[src/design/aecr_pkg.sv]
// Purpose: Shared constants for the extended-control register link
// Assumes: 40 MHz system clock on both ends
// Notes:   Register data words are 16 bits, frames 32 bits
package aecr_pkg;
	// ----------------------------------------
	// Register addresses
	// ----------------------------------------
	localparam logic [3:0] REG_CONFIG = 4'h1;
	localparam logic [3:0] REG_GAIN   = 4'h3;
	localparam logic [3:0] REG_FINE   = 4'hd;
	localparam logic [3:0] REG_COARSE = 4'he;
	localparam logic [3:0] REG_BUFFER = 4'hf;
	// ----------------------------------------
	// Frame layout: header, address, data
	// ----------------------------------------
	localparam int         FRAME_BITS = 32;
	localparam logic [5:0] LAST_BIT   = 6'h1f;
	localparam logic [11:0] FRAME_HDR = 12'h001;
	// ----------------------------------------
	// Field positions and reset values
	// ----------------------------------------
	localparam int         VAL_LSB     = 7;
	localparam int         PA_ON_BIT   = 15;
	localparam int         STEP_LSB    = 11;
	localparam int         SLOW_BIT    = 10;
	localparam int         DEPTH_LSB   = 14;
	localparam int         STOP_BIT    = 13;
	localparam int         DUAL_BIT    = 12;
	localparam int         PAT_BIT     = 11;
	localparam int         DIFF_BIT    = 14;
	localparam int         TRIM_BIT    = 13;
	localparam logic [8:0] GAIN_POR    = 9'h100;
	localparam logic [8:0] FINE_POR    = 9'h000;
	localparam logic [3:0] STEP_POR    = 4'h0;
	localparam logic [1:0] DEPTH_POR   = 2'h3;
	localparam logic [8:0] GAIN_REC_LO = 9'h0c0;
	localparam logic [8:0] GAIN_REC_HI = 9'h1c0;
	localparam logic [15:0] ONES_VAL    = 16'h007f;
	localparam logic [15:0] ONES_COARSE = 16'h03ff;
	localparam logic [15:0] ONES_BUFFER = 16'h07ff;
	localparam logic [15:0] CFG_FIXED   = 16'h82ff;
	// ----------------------------------------
	// Capture buffer depth: 512 bytes shifted by the select code
	// ----------------------------------------
	localparam logic [12:0] DEPTH_BASE = 13'h0200;
	// ----------------------------------------
	// Host APB map
	// ----------------------------------------
	localparam logic [7:0] HOST_CMD    = 8'h00;
	localparam logic [7:0] HOST_CTRL   = 8'h04;
	localparam logic [7:0] HOST_STATUS = 8'h08;
	localparam int ST_BUSY = 0;
	localparam int ST_REFUSED = 1;
	localparam int ST_GAIN_WARN = 2;
	localparam int ST_CAL = 3;
	// ----------------------------------------
	// Timing
	// ----------------------------------------
	localparam int CLK_PERIOD_NS  = 25;
	localparam int SCLK_PERIOD_NS = 200;
	localparam int SCLK_HALF_CYC  = SCLK_PERIOD_NS / (2 * CLK_PERIOD_NS);
	localparam int SYNC_RST_NS    = 100;
	localparam int SYNC_RST_CYC   = (SYNC_RST_NS + CLK_PERIOD_NS - 1) / CLK_PERIOD_NS;
endpackage

[src/design/aecr_link_if.sv]
// Purpose: Serial control link between host and converter
// Assumes: Host makes the serial clock
// Notes:   All pins one-way
`timescale 1ns/1ps
`default_nettype none
interface aecr_link_if;
	logic sclk;            // Serial clock from host
	logic scs_n;           // Frame select, active low
	logic sdata;           // Serial data, host to device
	logic cal_busy;        // Calibration in progress
	logic sync_rst_se;     // Single-ended sampling sync reset
	logic sync_rst_diff;   // Differential sampling sync reset
	// Device end
	modport device (input sclk, input scs_n, input sdata, input sync_rst_se,
		input sync_rst_diff, output cal_busy);
	// Host end
	modport host (output sclk, output scs_n, output sdata, output sync_rst_se,
		output sync_rst_diff, input cal_busy);
endinterface
`default_nettype wire

[src/design/aecr_device.sv]
// Purpose: Extended-control register bank of the converter
// Assumes: Serial link sampled by the 40 MHz clock
// Notes:   Settings stay through power down; srst or normal mode (ext_mode low) restores them
//
// Behaviour
// RULE1: Gain from nine-bit field, powers up 100000000
// RULE2: Host keeps gain within recommended range; here out-of-range gain is still sent and sets ST_GAIN_WARN
// RULE3: Gain write never starts recalibration
// RULE4: Host writes ones to unused low bits
// RULE5: Fine phase field bits 15:7, reset zero
// RULE6: Coarse phase four bits 14:11, 70ps steps
// RULE7: Phase adjust applies only when enable set
// RULE8: Slow sample clock mode bit 10
// RULE9: Host sets trim-off with phase enable
// RULE10: Buffer depth field bits 15:14, resets 11
// RULE11: Depth codes 512, 1024, 2048, 4096 bytes
// RULE12: Stop when full, else overwrite oldest
// RULE13: Dual port bit enables second port
// RULE14: Pattern bit swaps converter for generator
// RULE15: Overrange high during pattern until empty
// RULE16: Sync reset source chosen by config bit
// RULE17: Sync reset asserted at any time
// RULE18: Resync sampling after sync reset release
// RULE19: Host holds sync reset minimum width
// RULE20: Write-only, kept, idle in normal mode; here normal mode resets them to defaults
// RULE21: Host stays off link during calibration
// RULE22: Settings change only after whole frame
//
// Register access over APB is this design's own decision.
`timescale 1ns/1ps
`default_nettype none
module aecr_device
	import aecr_pkg::*;
#(
	parameter int PTR_W = 12
) (
	input  wire logic             clock,
	input  wire logic             srst,
	input  wire logic             ext_mode,          // Extended control mode
	input  wire logic             cal_active,        // Calibration running
	input  wire logic             capture_enable,    // Capture write enable
	input  wire logic             full_clear,        // Clears full flag
	input  wire logic             buffer_empty_flag, // Buffer read out
	input  wire logic [7:0]       converter_data,    // Live converter sample
	input  wire logic [7:0]       pattern_data,      // Test pattern sample
	aecr_link_if.device           link,
	output logic [8:0]            gain_code,
	output logic [8:0]            fine_delay,
	output logic [3:0]            coarse_delay_steps,
	output logic                  phase_adjust_on,
	output logic                  slow_sample_clock_mode,
	output logic                  diff_sync_reset_select,
	output logic                  termination_trim_off,
	output logic [1:0]            buffer_depth_select,
	output logic [12:0]           buffer_depth_bytes,
	output logic                  stop_when_full,
	output logic                  dual_port_output,
	output logic                  pattern_generator_on,
	output logic [7:0]            capture_data,      // Byte into the buffer
	output logic                  capture_write,     // Buffer write strobe
	output logic [PTR_W-1:0]      capture_addr,
	output logic                  buffer_full_flag,
	output logic                  out_of_range,
	output logic                  sampling_held,     // Sync reset in force
	output logic                  sampling_resync,   // One-cycle realign pulse
	output logic                  recal_request      // Never raised by writes
);
	// ----------------------------------------
	// State record
	// ----------------------------------------
	typedef struct packed {
		logic [2:0]  sclk_s, cs_s, sd_s, se_s, df_s;  // Pin synchronisers
		logic        sclk_f, cs_f, sd_f, se_f, df_f;  // Agreed pin levels
		logic [5:0]  nbit;
		logic [30:0] sh;
		logic [8:0]  gain, fine;
		logic [3:0]  steps;
		logic        pa_on, slow, diff, trim;
		logic [1:0]  depth;
		logic        stop, dual, pat;
		logic [PTR_W-1:0] wptr;
		logic        full, wr, ovr, held, resync;
		logic [7:0]  cdata;
	} aecr_dreg_t;
	aecr_dreg_t r, n;          // Current and next state
	logic [31:0] word;         // Completed frame
	logic        rise;         // Serial clock rising edge
	logic        rst_sel;      // Selected sync reset level
	logic [12:0] depth_b;      // Active depth in bytes

	// ----------------------------------------
	// Outputs, all but cal_busy and recal_request from the state record
	// ----------------------------------------
	assign link.cal_busy          = cal_active;
	assign recal_request          = 1'b0; // RULE3
	assign gain_code              = r.gain;
	assign fine_delay             = r.pa_on ? r.fine : FINE_POR; // RULE7
	assign coarse_delay_steps     = r.pa_on ? r.steps : STEP_POR; // RULE7
	assign phase_adjust_on        = r.pa_on;
	assign slow_sample_clock_mode = r.slow;
	assign diff_sync_reset_select = r.diff;
	assign termination_trim_off   = r.trim;
	assign buffer_depth_select    = r.depth;
	assign stop_when_full         = r.stop;
	assign dual_port_output       = r.dual;
	assign pattern_generator_on   = r.pat;
	assign buffer_depth_bytes     = depth_b;
	assign capture_data           = r.cdata;
	assign capture_write          = r.wr;
	assign capture_addr           = r.wptr;
	assign buffer_full_flag       = r.full;
	assign out_of_range           = r.ovr;
	assign sampling_held          = r.held;
	assign sampling_resync        = r.resync;

	// ----------------------------------------
	// Next-state logic
	// ----------------------------------------
	always_comb begin
		n = r;
		// Three-stage synchronisers; a level counts once stages two and three agree
		n.sclk_s = {r.sclk_s[1:0], link.sclk};
		n.cs_s   = {r.cs_s[1:0], link.scs_n};
		n.sd_s   = {r.sd_s[1:0], link.sdata};
		n.se_s   = {r.se_s[1:0], link.sync_rst_se};
		n.df_s   = {r.df_s[1:0], link.sync_rst_diff};
		if (r.sclk_s[1] == r.sclk_s[2]) n.sclk_f = r.sclk_s[2];
		if (r.cs_s[1] == r.cs_s[2]) n.cs_f = r.cs_s[2];
		if (r.sd_s[1] == r.sd_s[2]) n.sd_f = r.sd_s[2];
		if (r.se_s[1] == r.se_s[2]) n.se_f = r.se_s[2];
		if (r.df_s[1] == r.df_s[2]) n.df_f = r.df_s[2];
		rise = n.sclk_f && !r.sclk_f;
		word = {r.sh, n.sd_f};

		// Serial frame: deselect aborts a partial frame
		if (n.cs_f) begin
			n.nbit = 6'h00; // RULE22
		end else if (rise) begin
			n.sh   = word[30:0];
			n.nbit = r.nbit + 6'h01;
			if (r.nbit == LAST_BIT) begin
				n.nbit = 6'h00;
				// Commit only a whole frame with a good header
				if (word[31:20] == FRAME_HDR) begin // RULE22
					unique case (word[19:16])
						REG_GAIN: n.gain = word[15:VAL_LSB]; // RULE1
						REG_FINE: n.fine = word[15:VAL_LSB]; // RULE5
						REG_COARSE: begin
							n.pa_on = word[PA_ON_BIT]; // RULE7
							n.steps = word[14:STEP_LSB]; // RULE6
							n.slow  = word[SLOW_BIT]; // RULE8
						end
						REG_BUFFER: begin
							n.depth = word[15:DEPTH_LSB]; // RULE10
							n.stop  = word[STOP_BIT]; // RULE12
							n.dual  = word[DUAL_BIT]; // RULE13
							n.pat   = word[PAT_BIT]; // RULE14
						end
						REG_CONFIG: begin
							n.diff = word[DIFF_BIT]; // RULE16
							n.trim = word[TRIM_BIT];
						end
						default: begin
						end
					endcase
				end
			end
		end

		// Normal mode: defaults forced, stored values dropped
		if (!ext_mode) begin // RULE20
			n.gain  = GAIN_POR;
			n.fine  = FINE_POR;
			n.steps = STEP_POR;
			n.pa_on = 1'b0;
			n.slow  = 1'b0;
			n.diff  = 1'b0;
			n.trim  = 1'b0;
			n.depth = DEPTH_POR;
			n.stop  = 1'b1;
			n.dual  = 1'b0;
			n.pat   = 1'b0;
		end

		// Depth from select code
		depth_b = DEPTH_BASE << r.depth; // RULE11

		// Capture: pattern replaces converter data
		n.cdata = r.pat ? pattern_data : converter_data; // RULE14
		n.wr    = 1'b0;
		// Auto-stop also holds in the wrap cycle, so the oldest byte is never overwritten
		if (capture_enable && !(r.stop && (r.full || (r.wr && r.wptr == '0)))) begin // RULE12
			n.wr   = 1'b1;
			n.wptr = r.wptr + 1'b1;
			if ({1'b0, r.wptr} == depth_b - 13'h0001) begin
				n.wptr = '0; // RULE12
			end
		end
		if (!capture_enable) begin
			n.wptr = '0;
		end
		// Full flag: set wins over clear
		if (full_clear) n.full = 1'b0;
		if (r.wr && r.wptr == '0) begin
			n.full = 1'b1;
		end

		// Overrange output during pattern until buffer empties
		if (!r.pat || buffer_empty_flag) begin
			n.ovr = 1'b0; // RULE15
		end else if (r.wr) begin
			n.ovr = 1'b1;
		end
		if (n.pat && !r.pat) n.ovr = 1'b1; // RULE15

		// Sync reset: any-time assertion, realign on release
		rst_sel  = r.diff ? r.df_f : r.se_f; // RULE16
		n.held   = rst_sel; // RULE17
		n.resync = r.held && !rst_sel; // RULE18
	end

	// ----------------------------------------
	// State register
	// ----------------------------------------
	always_ff @(posedge clock) begin
		if (srst) begin
			r <= '{gain: GAIN_POR, depth: DEPTH_POR, stop: 1'b1,
				sclk_s: 3'h0, cs_s: 3'h7, sd_s: 3'h0, cs_f: 1'b1, default: '0};
		end else begin
			r <= n;
		end
	end
endmodule
`default_nettype wire

[src/flat_wrapper.sv]
// flat-port wrapper written by rule: the top's interface ports become plain ports
module aecr_device_flat import aecr_pkg::*;
#(
	parameter int PTR_W = 12
)
  (clock, srst, ext_mode, cal_active, capture_enable, full_clear, buffer_empty_flag, converter_data, pattern_data, gain_code, fine_delay, coarse_delay_steps, phase_adjust_on, slow_sample_clock_mode, diff_sync_reset_select, termination_trim_off, buffer_depth_select, buffer_depth_bytes, stop_when_full, dual_port_output, pattern_generator_on, capture_data, capture_write, capture_addr, buffer_full_flag, out_of_range, sampling_held, sampling_resync, recal_request, link_sclk, link_scs_n, link_sdata, link_sync_rst_se, link_sync_rst_diff, link_cal_busy);
  aecr_link_if link_i ();
  input  wire logic clock;
  input  wire logic srst;
  input  wire logic ext_mode;
  input  wire logic cal_active;
  input  wire logic capture_enable;
  input  wire logic full_clear;
  input  wire logic buffer_empty_flag;
  input  wire logic [7:0] converter_data;
  input  wire logic [7:0] pattern_data;
  output logic [8:0] gain_code;
  output logic [8:0] fine_delay;
  output logic [3:0] coarse_delay_steps;
  output logic phase_adjust_on;
  output logic slow_sample_clock_mode;
  output logic diff_sync_reset_select;
  output logic termination_trim_off;
  output logic [1:0] buffer_depth_select;
  output logic [12:0] buffer_depth_bytes;
  output logic stop_when_full;
  output logic dual_port_output;
  output logic pattern_generator_on;
  output logic [7:0] capture_data;
  output logic capture_write;
  output logic [PTR_W-1:0] capture_addr;
  output logic buffer_full_flag;
  output logic out_of_range;
  output logic sampling_held;
  output logic sampling_resync;
  output logic recal_request;
  input wire logic [$bits(link_i.sclk)-1:0] link_sclk;
  input wire logic [$bits(link_i.scs_n)-1:0] link_scs_n;
  input wire logic [$bits(link_i.sdata)-1:0] link_sdata;
  input wire logic [$bits(link_i.sync_rst_se)-1:0] link_sync_rst_se;
  input wire logic [$bits(link_i.sync_rst_diff)-1:0] link_sync_rst_diff;
  output wire logic [$bits(link_i.cal_busy)-1:0] link_cal_busy;
  assign link_i.sclk = link_sclk;
  assign link_i.scs_n = link_scs_n;
  assign link_i.sdata = link_sdata;
  assign link_i.sync_rst_se = link_sync_rst_se;
  assign link_i.sync_rst_diff = link_sync_rst_diff;
  assign link_cal_busy = link_i.cal_busy;
  aecr_device #(.PTR_W(PTR_W)) u_core (.clock(clock), .srst(srst), .ext_mode(ext_mode), .cal_active(cal_active), .capture_enable(capture_enable), .full_clear(full_clear), .buffer_empty_flag(buffer_empty_flag), .converter_data(converter_data), .pattern_data(pattern_data), .link(link_i), .gain_code(gain_code), .fine_delay(fine_delay), .coarse_delay_steps(coarse_delay_steps), .phase_adjust_on(phase_adjust_on), .slow_sample_clock_mode(slow_sample_clock_mode), .diff_sync_reset_select(diff_sync_reset_select), .termination_trim_off(termination_trim_off), .buffer_depth_select(buffer_depth_select), .buffer_depth_bytes(buffer_depth_bytes), .stop_when_full(stop_when_full), .dual_port_output(dual_port_output), .pattern_generator_on(pattern_generator_on), .capture_data(capture_data), .capture_write(capture_write), .capture_addr(capture_addr), .buffer_full_flag(buffer_full_flag), .out_of_range(out_of_range), .sampling_held(sampling_held), .sampling_resync(sampling_resync), .recal_request(recal_request));
endmodule
[config.mk]
export PLATFORM = sky130hd
export DESIGN_NAME = aecr_device_flat
export DESIGN_NICKNAME = d
export VERILOG_FILES = /design/src/design/aecr_pkg.sv /design/src/design/aecr_link_if.sv /design/src/design/aecr_device.sv /design/src/flat_wrapper.sv
export SDC_FILE = /design/constraint.sdc
export NUM_CORES = 1
export LEC_CHECK = 0
export BUFFER_PORTS_ARGS = -buffer_cell sky130_fd_sc_hd__buf_2
export CORE_MARGIN = 5
export CORE_UTILIZATION = 55
export DETAILED_ROUTE_END_ITERATION = 7
export PLACE_DENSITY = 0.88
export SYNTH_ARGS = -nofsm -noshare
export SYNTH_HDL_FRONTEND = slang
export SYNTH_SLANG_ARGS = --single-unit
[constraint.sdc]
create_clock -name clock -period 4.73 [get_ports clock]
set_input_delay 0.473 -clock clock [delete_from_list [all_inputs] [get_ports clock]]
set_output_delay 0.473 -clock clock [all_outputs]
set_load 0.02 [all_outputs]
* After elaboration in Yosys (flattened, before gate mapping)
Index checks and enable logic that the tools add are counted.
W data, S select, Z words.
** Word-level totals
- Memories kept :: 0
- Memory bits (writable) :: 0
- Memory bits (read-only) :: 0
- Latch bits :: 0
- Word-level logic and storage cells :: 95
- Output and inout bits :: 71
- Flip-flop bits (word level) :: 113
** Operators by class
- Divide/modulo/power cells :: 0
- Mux-type cells :: 21
- Multipliers :: 0
- Reduce and logical (&&, ||, !) cells :: 24
- Bitwise logic cells :: 3
- Add/subtract/negate cells :: 3
- Order comparisons :: 0
- Shift-type cells :: 1
- Equal/unequal tests :: 13
** Operators with widths (count)
- $reduce_and A5 Y1 :: 5
- $mux W1 :: 16
- $eq A12 B13 Y1 :: 1
- $shl A10 B2 Y13 const A :: 1
- $sub A13 B1 Y13 const B :: 1
- $add A12 B1 Y12 const B :: 1
- $eq A12 B1 Y1 const B :: 1
- $eq A4 B4 Y1 const B :: 3
- $logic_not A12 Y1 :: 1
- $mux W12 :: 1
- $mux W9 :: 1
- $mux W8 :: 1
- $add A6 B1 Y6 const B :: 1
- $eq A6 B5 Y1 const B :: 1
- $logic_and A1 B1 Y1 :: 6
- $mux W6 :: 1
- $reduce_or A2 Y1 :: 3
- $eq A1 B1 Y1 :: 5
- $eq A4 B1 Y1 const B :: 1
- $eq A4 B2 Y1 const B :: 1
- $logic_not A1 Y1 :: 4
- $mux W4 :: 1
- $not A1 Y1 :: 3
- $reduce_bool A3 Y1 :: 1
- 3 further kinds :: 4

* Depth between registers and ports, before layout
Gate-level depths: netlist of the first run.
- Depth in word-level cells :: 9
- Mapped depth :: 8

* Worst setup path before layout of the first run
No wires, ideal clock.
- Path type :: reg2reg
- Start point :: reg u_core.r[96] (netlist bit)
- End point :: reg u_core.r (netlist bit u_core.gain_code[8])
- Data required time :: 4603 ps
- Buffers on the path :: 2
- Arrival :: 1829 ps
- Setup slack :: 2775 ps
- Stages on the path, launching flop included :: 8
- Setup time :: 127 ps
- Cells stage by stage :: dfxtp_1 > maj3_2 > or2_1 > buf_6 > or4_4 > buf_6 > mux2i_1 > nand2_1
** On the way
- Word-level cells in the longest chain between the ends :: 3
** Ends and longest elaborated chain
- from (decl) :: line aecr_device.sv:85 : aecr_dreg_t r, n;
- from (signal assigned) :: line aecr_device.sv:227 : r <= '{gain: GAIN_POR, depth: DEPTH_POR, stop: 1'b1,
- from (signal assigned) :: line aecr_device.sv:230 : r <= n;
- $mux W1 :: line aecr_device.sv:128 : if (r.cs_s[1] == r.cs_s[2]) n.cs_f = r.cs_s[2];
- $not A1 Y1 (no source line)
- $reduce_and A5 Y1 (no source line)
Every way passes these cells.
A chain may end at the register's enable or synchronous reset.

* Worst setup path in the final report of the first run
- Start point :: reg u_core.r[96] (netlist bit)
- End point :: reg u_core.r[38] (netlist bit)
The elaborated chain is that of the path after synthesis.

==> impl_metrics.py, run 1 <==
metrics = {
    "status": {
        "outcome": "finished, final reports clean",
    },
    "drt": {
        "drcViolationCount": 0,
        "routed_wl_um": 9880,
        "dr.first_iter.drc_count": 255,
        "vias": 3625,
        "via_per_inst": 5.30,
        "first_pass_iters": 8,
        "wl_per_cell_um": 14.4,
        "drtAntennaViolNets": 0,
    },
    "synthesis": {
        "synthCells": 516,
        "synth_edf_count": 0,
        "avgSynthCellArea_sq_um": 9.02,
        "netlist_area_sq_um": 4650,
        "ys_warn_count": 0,
        "synth.distinct_cells": 45,
        "seq_area_frac_synth_pct": 48.6,
        "synth_ff_type": "dfxtp_1",
        "synth-async-reset-ratio_pct": 0,
        "synth-seq-cells": 113,
    },
    "finish": {
        "area_delta_synth_final_pct": 16.3,
        "nets": 597,
        "stdcell_area_sq_um": 5410,
        "fillCellCount": 638,
        "antennaDiodeCount": 0,
        "post-route-util_pct": 65.8,
        "drive_gt1_share_pct": 22.1,
        "multiInputGateArea_sq_um": 2000,
        "ff_latch_area_sq_um": 2260,
    },
    "sta": {
        "fmaxAchievable_mhz": 404,
        "grt_setup_unrepaired": "no",
        "period_share_pct": 52.4,
        "period_minus_slack_ns": 2.48,
        "slew_headroom_pct": 31.1,
        "setup_tns_ns": 0,
        "fin_ws_ns": 2.25,
        "tightest_slew_ns": 1.03,
        "finalSetupViolCount": 0,
        "final_hold_viol_count": 0,
        "fin_skew_ns": 0.0107,
        "drv_slew": 0,
    },
    "grt": {
        "grt_max_degree": 36,
        "grt_pass1_vias": 3408,
        "grt_usage_pct": 19.2,
        "grt_pass1_wl_um": 15800,
        "overflow": 0,
        "antenna_found_initial": 0,
    },
    "clocking": {
        "cts_tree": "yes",
        "ctsResizeCount": 0,
        "cts-buffers-inserted": 17,
        "clkLatencyLatePin_ns": 0.51,
        "htreeDepth": 4,
        "cts.path.max_buffers": 2,
        "clkSinkCount": 113,
        "holdBufCountCts": 0,
        "clockRootBuffer": "clkbuf_8",
        "path_clk_slew_ns": 0.06,
        "postCtsSetupBuffers": 0,
    },
    "pwr": {
        "switchingPower_uw": 472,
        "power_leakage_nw": 2.20,
        "p_per_area_nw_per_um2": 406,
        "p_sw_share_pct": 21.5,
        "vdd_ir_drop_max_mv": 0.230,
        "clockPowerShare_pct": 52.7,
        "fin_total_pwr_mw": 2.19,
        "p_seq_share_pct": 44.2,
        "internal-power_mw": 1.72,
        "combPwrFrac_pct": 3.1,
    },
    "critical_path": {
        "worst_setup_path_start_kind": "flop",
        "crit_chain": "maj3_2, or2_1, buf_4, nor4_4, mux2i_1, nor2_1",
        "r2r-start": "u_core.r[96]",
        "cp_slowest_cell": "nor4_4",
        "cp_max_fo": 35,
        "required_ns": 5.08,
        "arrival_ns": 2.83,
        "criticalPathCategory": "reg2reg",
        "r2r_setup_slack_ns": 2.25,
        "cpPeakStageDelay_ns": 0.82,
        "r2r_end": "u_core.r[38]",
        "critPathCaptureType": "flop",
        "r2r_cells": 6,
    },
    "min_path": {
        "hp-class": "in2reg",
        "whs_path_depth": 2,
        "hold_end": "u_core.n[108]",
        "hold_path.startpoint": "link_scs_n",
    },
    "place": {
        "portBuffers": 86,
        "dp_hpwl_um": 6530,
        "dp_slack_ns": 1.91,
        "placed_cell_area_sq_um": 4850,
        "place_congestion": 0.825,
    },
    "floorplanning": {
        "die_w_um": 102,
        "chipHeight_um": 102,
        "pin_count": 99,
        "die_area_sq_um": 10400,
        "core_area_sq_um": 8220,
        "core.rowCount": 33,
        "start_util_pct": 56.6,
    },
    "flow_run": {
        "drv_cap": 0,
    },
}
-- flip-flops by register name (all words and copies together) (netlist names), 2 cells and up --
name	count
u_core.buffer_depth_select	2
u_core.capture_data	8
u_core.r	60
u_core.capture_addr	12
u_core.n	10
u_core.gain_code	9
-- cells by family after synthesis --
kind of cell	count (synthesis)	share of synthesized area (%)
other	1	0.0806
AND/OR/NAND/NOR	220	23.3
buffers and inverters	71	9.49
multiplexers	39	8.42
XOR/XNOR	14	2.63
adder cells (fa/ha/maj)	4	1.05
AO/OA/AOI/OAI	54	6.43
flip-flops	113	48.6
-- synth_stat cells (all sizes together) (2+ instances only) --
library cell,n,area (sq um)
ha,3,37.5
or3,2,12.5
nor2,59,221
nand4b,4,35.0
clkbuf,18,67.6
nand2,78,293
dfxtp,113,2260
o21ai,7,35.0
nand4,7,43.8
nand2b,3,18.8
mux2i,38,380
inv,4,15.0
nor4,7,73.8
a21oi,39,195
xor2,10,87.6
nor2b,16,100
nand3b,2,15.0
or2,5,31.3
and2,16,100
nor4b,3,26.3
nand3,11,55.1
and4,2,17.5
xnor2,4,35.0
buf,49,359
-- critical path, delay by kind of cell (launching register included) --
kind | cells | cell delay [ns]
adder cells (fa/ha/maj) | 1 | 0.32
buffers and inverters | 1 | 0.25
flip-flops | 1 | 0.30
multiplexers | 1 | 0.32
AND/OR/NAND/NOR | 3 | 1.12
-- layer usage --
layer / up-vias / wire, um / track usage [%]
met5: - / 0 / 0
met4: 0 / 211 / 8.68
met3: 22 / 739 / 5.94
met2: 135 / 5010 / 32.8
met1: 1694 / 3920 / 22.1
li1: 1774 / - / -
-- per-stage QoR --
stage / instances / hold WS (ns)
CTS: 684 / 0.139
global route: 684 / 0.137
detailed placement: 652 / 0.398
floorplan: 525 / 0.389
global placement: 652 / 0.392
finish: 684 / 0.151
-- cells in the final DEF, fill, tap and decap left out, types with 3 or more instances in the layout --
master | Yosys | layout
nand3_1 | 11 | 11
clkbuf_16 | 0 | 16
a21oi_1 | 39 | 39
dfxtp_1 | 113 | 113
nand4b_1 | 4 | 4
xnor2_1 | 4 | 4
clkbuf_1 | 18 | 4
nor4_1 | 5 | 4
nor4_4 | 2 | 3
inv_1 | 4 | 4
mux2i_1 | 38 | 38
o21ai_0 | 7 | 7
ha_1 | 3 | 3
nor2_1 | 59 | 59
clkbuf_8 | 0 | 4
buf_4 | 42 | 3
nor2b_1 | 16 | 16
nand2b_1 | 3 | 3
clkinvlp_4 | 0 | 3
and2_1 | 16 | 16
xor2_1 | 10 | 10
nor4b_1 | 3 | 3
or2_2 | 4 | 4
nand4_1 | 7 | 7
nand2_1 | 78 | 78
buf_2 | 2 | 86
conb_1 | 1 | 10
-- power by group through the flow --
stage	combinational (mW)	clock, mW	sequential, mW
finish	0.0691	1.16	0.969
global route	0.0761	1.22	0.970
CTS	0.0695	1.16	0.969
detailed placement	0.0688	0	0.989
global placement	0.0669	0	0.988
floorplan	0.0586	0	0.989
-- worst max-delay path by stage --
stage | start | to | slack [ns]
4_1_cts | u_core.r[96] | u_core.r[38] | 1.83
2_1_floorplan | u_core.r[96] | u_core.gain_code[8] | 2.77
3_5_place_dp | u_core.r[96] | u_core.r[46] | 1.91
3_3_place_gp | u_core.r[96] | u_core.r[38] | 2.11
5_1_grt | u_core.r[76] | u_core.r[41] | 2.16
6_report | u_core.r[96] | u_core.r[38] | 2.25
-- final cells by class --
| type | count | area share (%) |
|---|---|---|
| Sequential cell | 113 | 41.8 |
| Multi-Input combinational cell | 341 | 36.9 |
| Tap cell | 105 | 2.43 |
| Timing Repair Buffer | 89 | 8.37 |
| Clock inverter | 8 | 1.48 |
| Inverter | 4 | 0.278 |
| Clock buffer | 24 | 8.70 |
Power figures use the tool's default switching activity.
==> run 2, diff against run 1 <==
- CORE_UTILIZATION: 55 -> 49
- PLACE_DENSITY: 0.88 -> 0.84
- clock period: 4.73 -> 2.1 ns (I/O delays scaled with it)
==> impl_metrics.py, run 2 (same netlist as run 1, synthesis figures left out) <==
metrics = {
    "status": {
        "outcome": "finished, final reports clean",
    },
    "min_path": {
        "hp-class": "in2reg",
        "whs_path_depth": 4,
    },
    "pwr": {
        "vdd_ir_drop_max_mv": 0.578,
        "p_per_area_nw_per_um2": 882,
        "power_leakage_nw": 2.37,
    },
    "drt": {
        "drcViolationCount": 0,
        "routed_wl_um": 10400,
        "vias": 3781,
        "via_per_inst": 5.08,
        "dr.first_iter.drc_count": 176,
        "first_pass_iters": 5,
        "wl_per_cell_um": 14.0,
        "drtAntennaViolNets": 0,
    },
    "place": {
        "dp_slack_ns": 0.0710,
        "place_congestion": 0.896,
        "portBuffers": 86,
        "place_inst": 690,
        "placed_cell_area_sq_um": 4990,
        "dp_hpwl_um": 6740,
    },
    "floorplanning": {
        "start_util_pct": 50.4,
        "chipHeight_um": 107,
        "core_area_sq_um": 9240,
        "die_area_sq_um": 11500,
        "core.rowCount": 35,
        "die_w_um": 107,
        "pin_count": 99,
    },
    "critical_path": {
        "critPathBufInv": 2,
        "criticalPathCategory": "reg2reg",
        "required_ns": 2.48,
        "worst_setup_path_start_kind": "flop",
        "cp_slowest_cell": "maj3_2",
        "cpPeakStageDelay_ns": 0.33,
        "critPathCaptureType": "flop",
        "arrival_ns": 2.37,
        "cp_max_fo": 30,
        "crit_chain": "maj3_2, or2_4, buf_8, nor4_4, buf_6, mux2i_1, nand2_1",
        "crit_family": "simple AND/OR/NAND/NOR gates",
        "r2r_cells": 7,
        "cp_num_cells": 7,
    },
    "finish": {
        "instances_no_fill": 745,
        "largest_reg_flops": 60,
        "drive_gt1_share_pct": 24.4,
        "stdcell_area_sq_um": 5820,
        "largest_register": "u_core.r",
        "final_cell_mix": "dfxtp_1 (113), buf_2 (86), nand2_1 (78)",
        "antennaDiodeCount": 0,
        "nets": 634,
        "area_delta_synth_final_pct": 25.1,
        "final_common_cell": "dfxtp_1",
    },
    "grt": {
        "antenna_found_initial": 0,
        "grt_pass1_wl_um": 16900,
        "grt_max_degree": 34,
        "overflow": 0,
        "grt_usage_pct": 18.3,
        "grt_pass1_vias": 3595,
    },
    "clocking": {
        "htreeDepth": 4,
        "cts_tree": "yes",
        "cts-buffers-inserted": 17,
        "clkSinkCount": 113,
        "clkLatencyLatePin_ns": 0.52,
        "clockRootBuffer": "clkbuf_8",
        "cts.path.max_buffers": 2,
        "path_clk_slew_ns": 0.06,
    },
    "sta": {
        "finalSetupViolCount": 0,
        "slew_headroom_pct": 60.8,
        "drv_slew": 0,
        "period_minus_slack_ns": 1.99,
        "period_share_pct": 94.6,
        "fin_ws_ns": 0.113,
        "grt_setup_unrepaired": "yes",
        "hold_slack_ns": 0.0380,
        "fin_skew_ns": 0.00781,
        "tightest_slew_ns": 0.587,
        "fmaxAchievable_mhz": 503,
        "setup_tns_ns": 0,
        "final_hold_viol_count": 0,
    },
    "flow_run": {
        "drv_cap": 0,
    },
}
-- run 2: path summary, 6_finish.rpt --
path	start	end	slack, ns
setup / recovery	u_core.r[96]	u_core.buffer_depth_select[0]	0.11
hold / removal	buffer_empty_flag	u_core.out_of_range	0.04
setup reg to reg	u_core.r[96]	u_core.buffer_depth_select[0]	0.11
hold reg to reg	u_core.n[108]	u_core.n[109]	0.43
-- run 2: per-stage QoR --
stage	utilization [%]	total power, mW
2_1_floorplan	-	2.36
3_3_place_gp	54.0	2.39
3_5_place_dp	54.0	2.40
4_1_cts	62.7	5.16
5_1_grt	63.0	5.31
6_report	63.0	5.13
-- run 2: layer usage --
metal	vias up	share of wire, %	global-route usage, %
met1	1808	40	20.7
met5	-	0	0
met2	109	53	32.6
li1	1845	-	-
met4	0	1.6	7.12
met3	19	5.1	4.86
-- run 2: cell type report --
type	count	area, sq um
well taps	129	161
clock buffers	17	414
repair buffers	126	800
flip-flops and latches	113	2260
clock inverters	15	159
fillers	738	3420
multi-input cells	341	2010
inverters	4	15.0
-- run 2: worst min-delay path: stages --
cell      delay, ns
buf_2          0.11
nor2_1         0.05
o211ai_1       0.08
nand2_1        0.05
-- run 2: report_power, final --
group	internal (mW)	switching [mW]	leakage [nW]
Sequential	2.17	0.00997	0.916
Combinational	0.0903	0.119	1.18
Clock	1.62	1.12	0.275
Total	3.88	1.25	2.37
-- run 2: repair_timing --
item	in CTS	in global routing
hold buffers	23	0
pin swaps	0	2
setup buffers	0	0
endpoints found under the setup margin	1	16
endpoints found under the hold margin	15	0
resized for setup	1	6
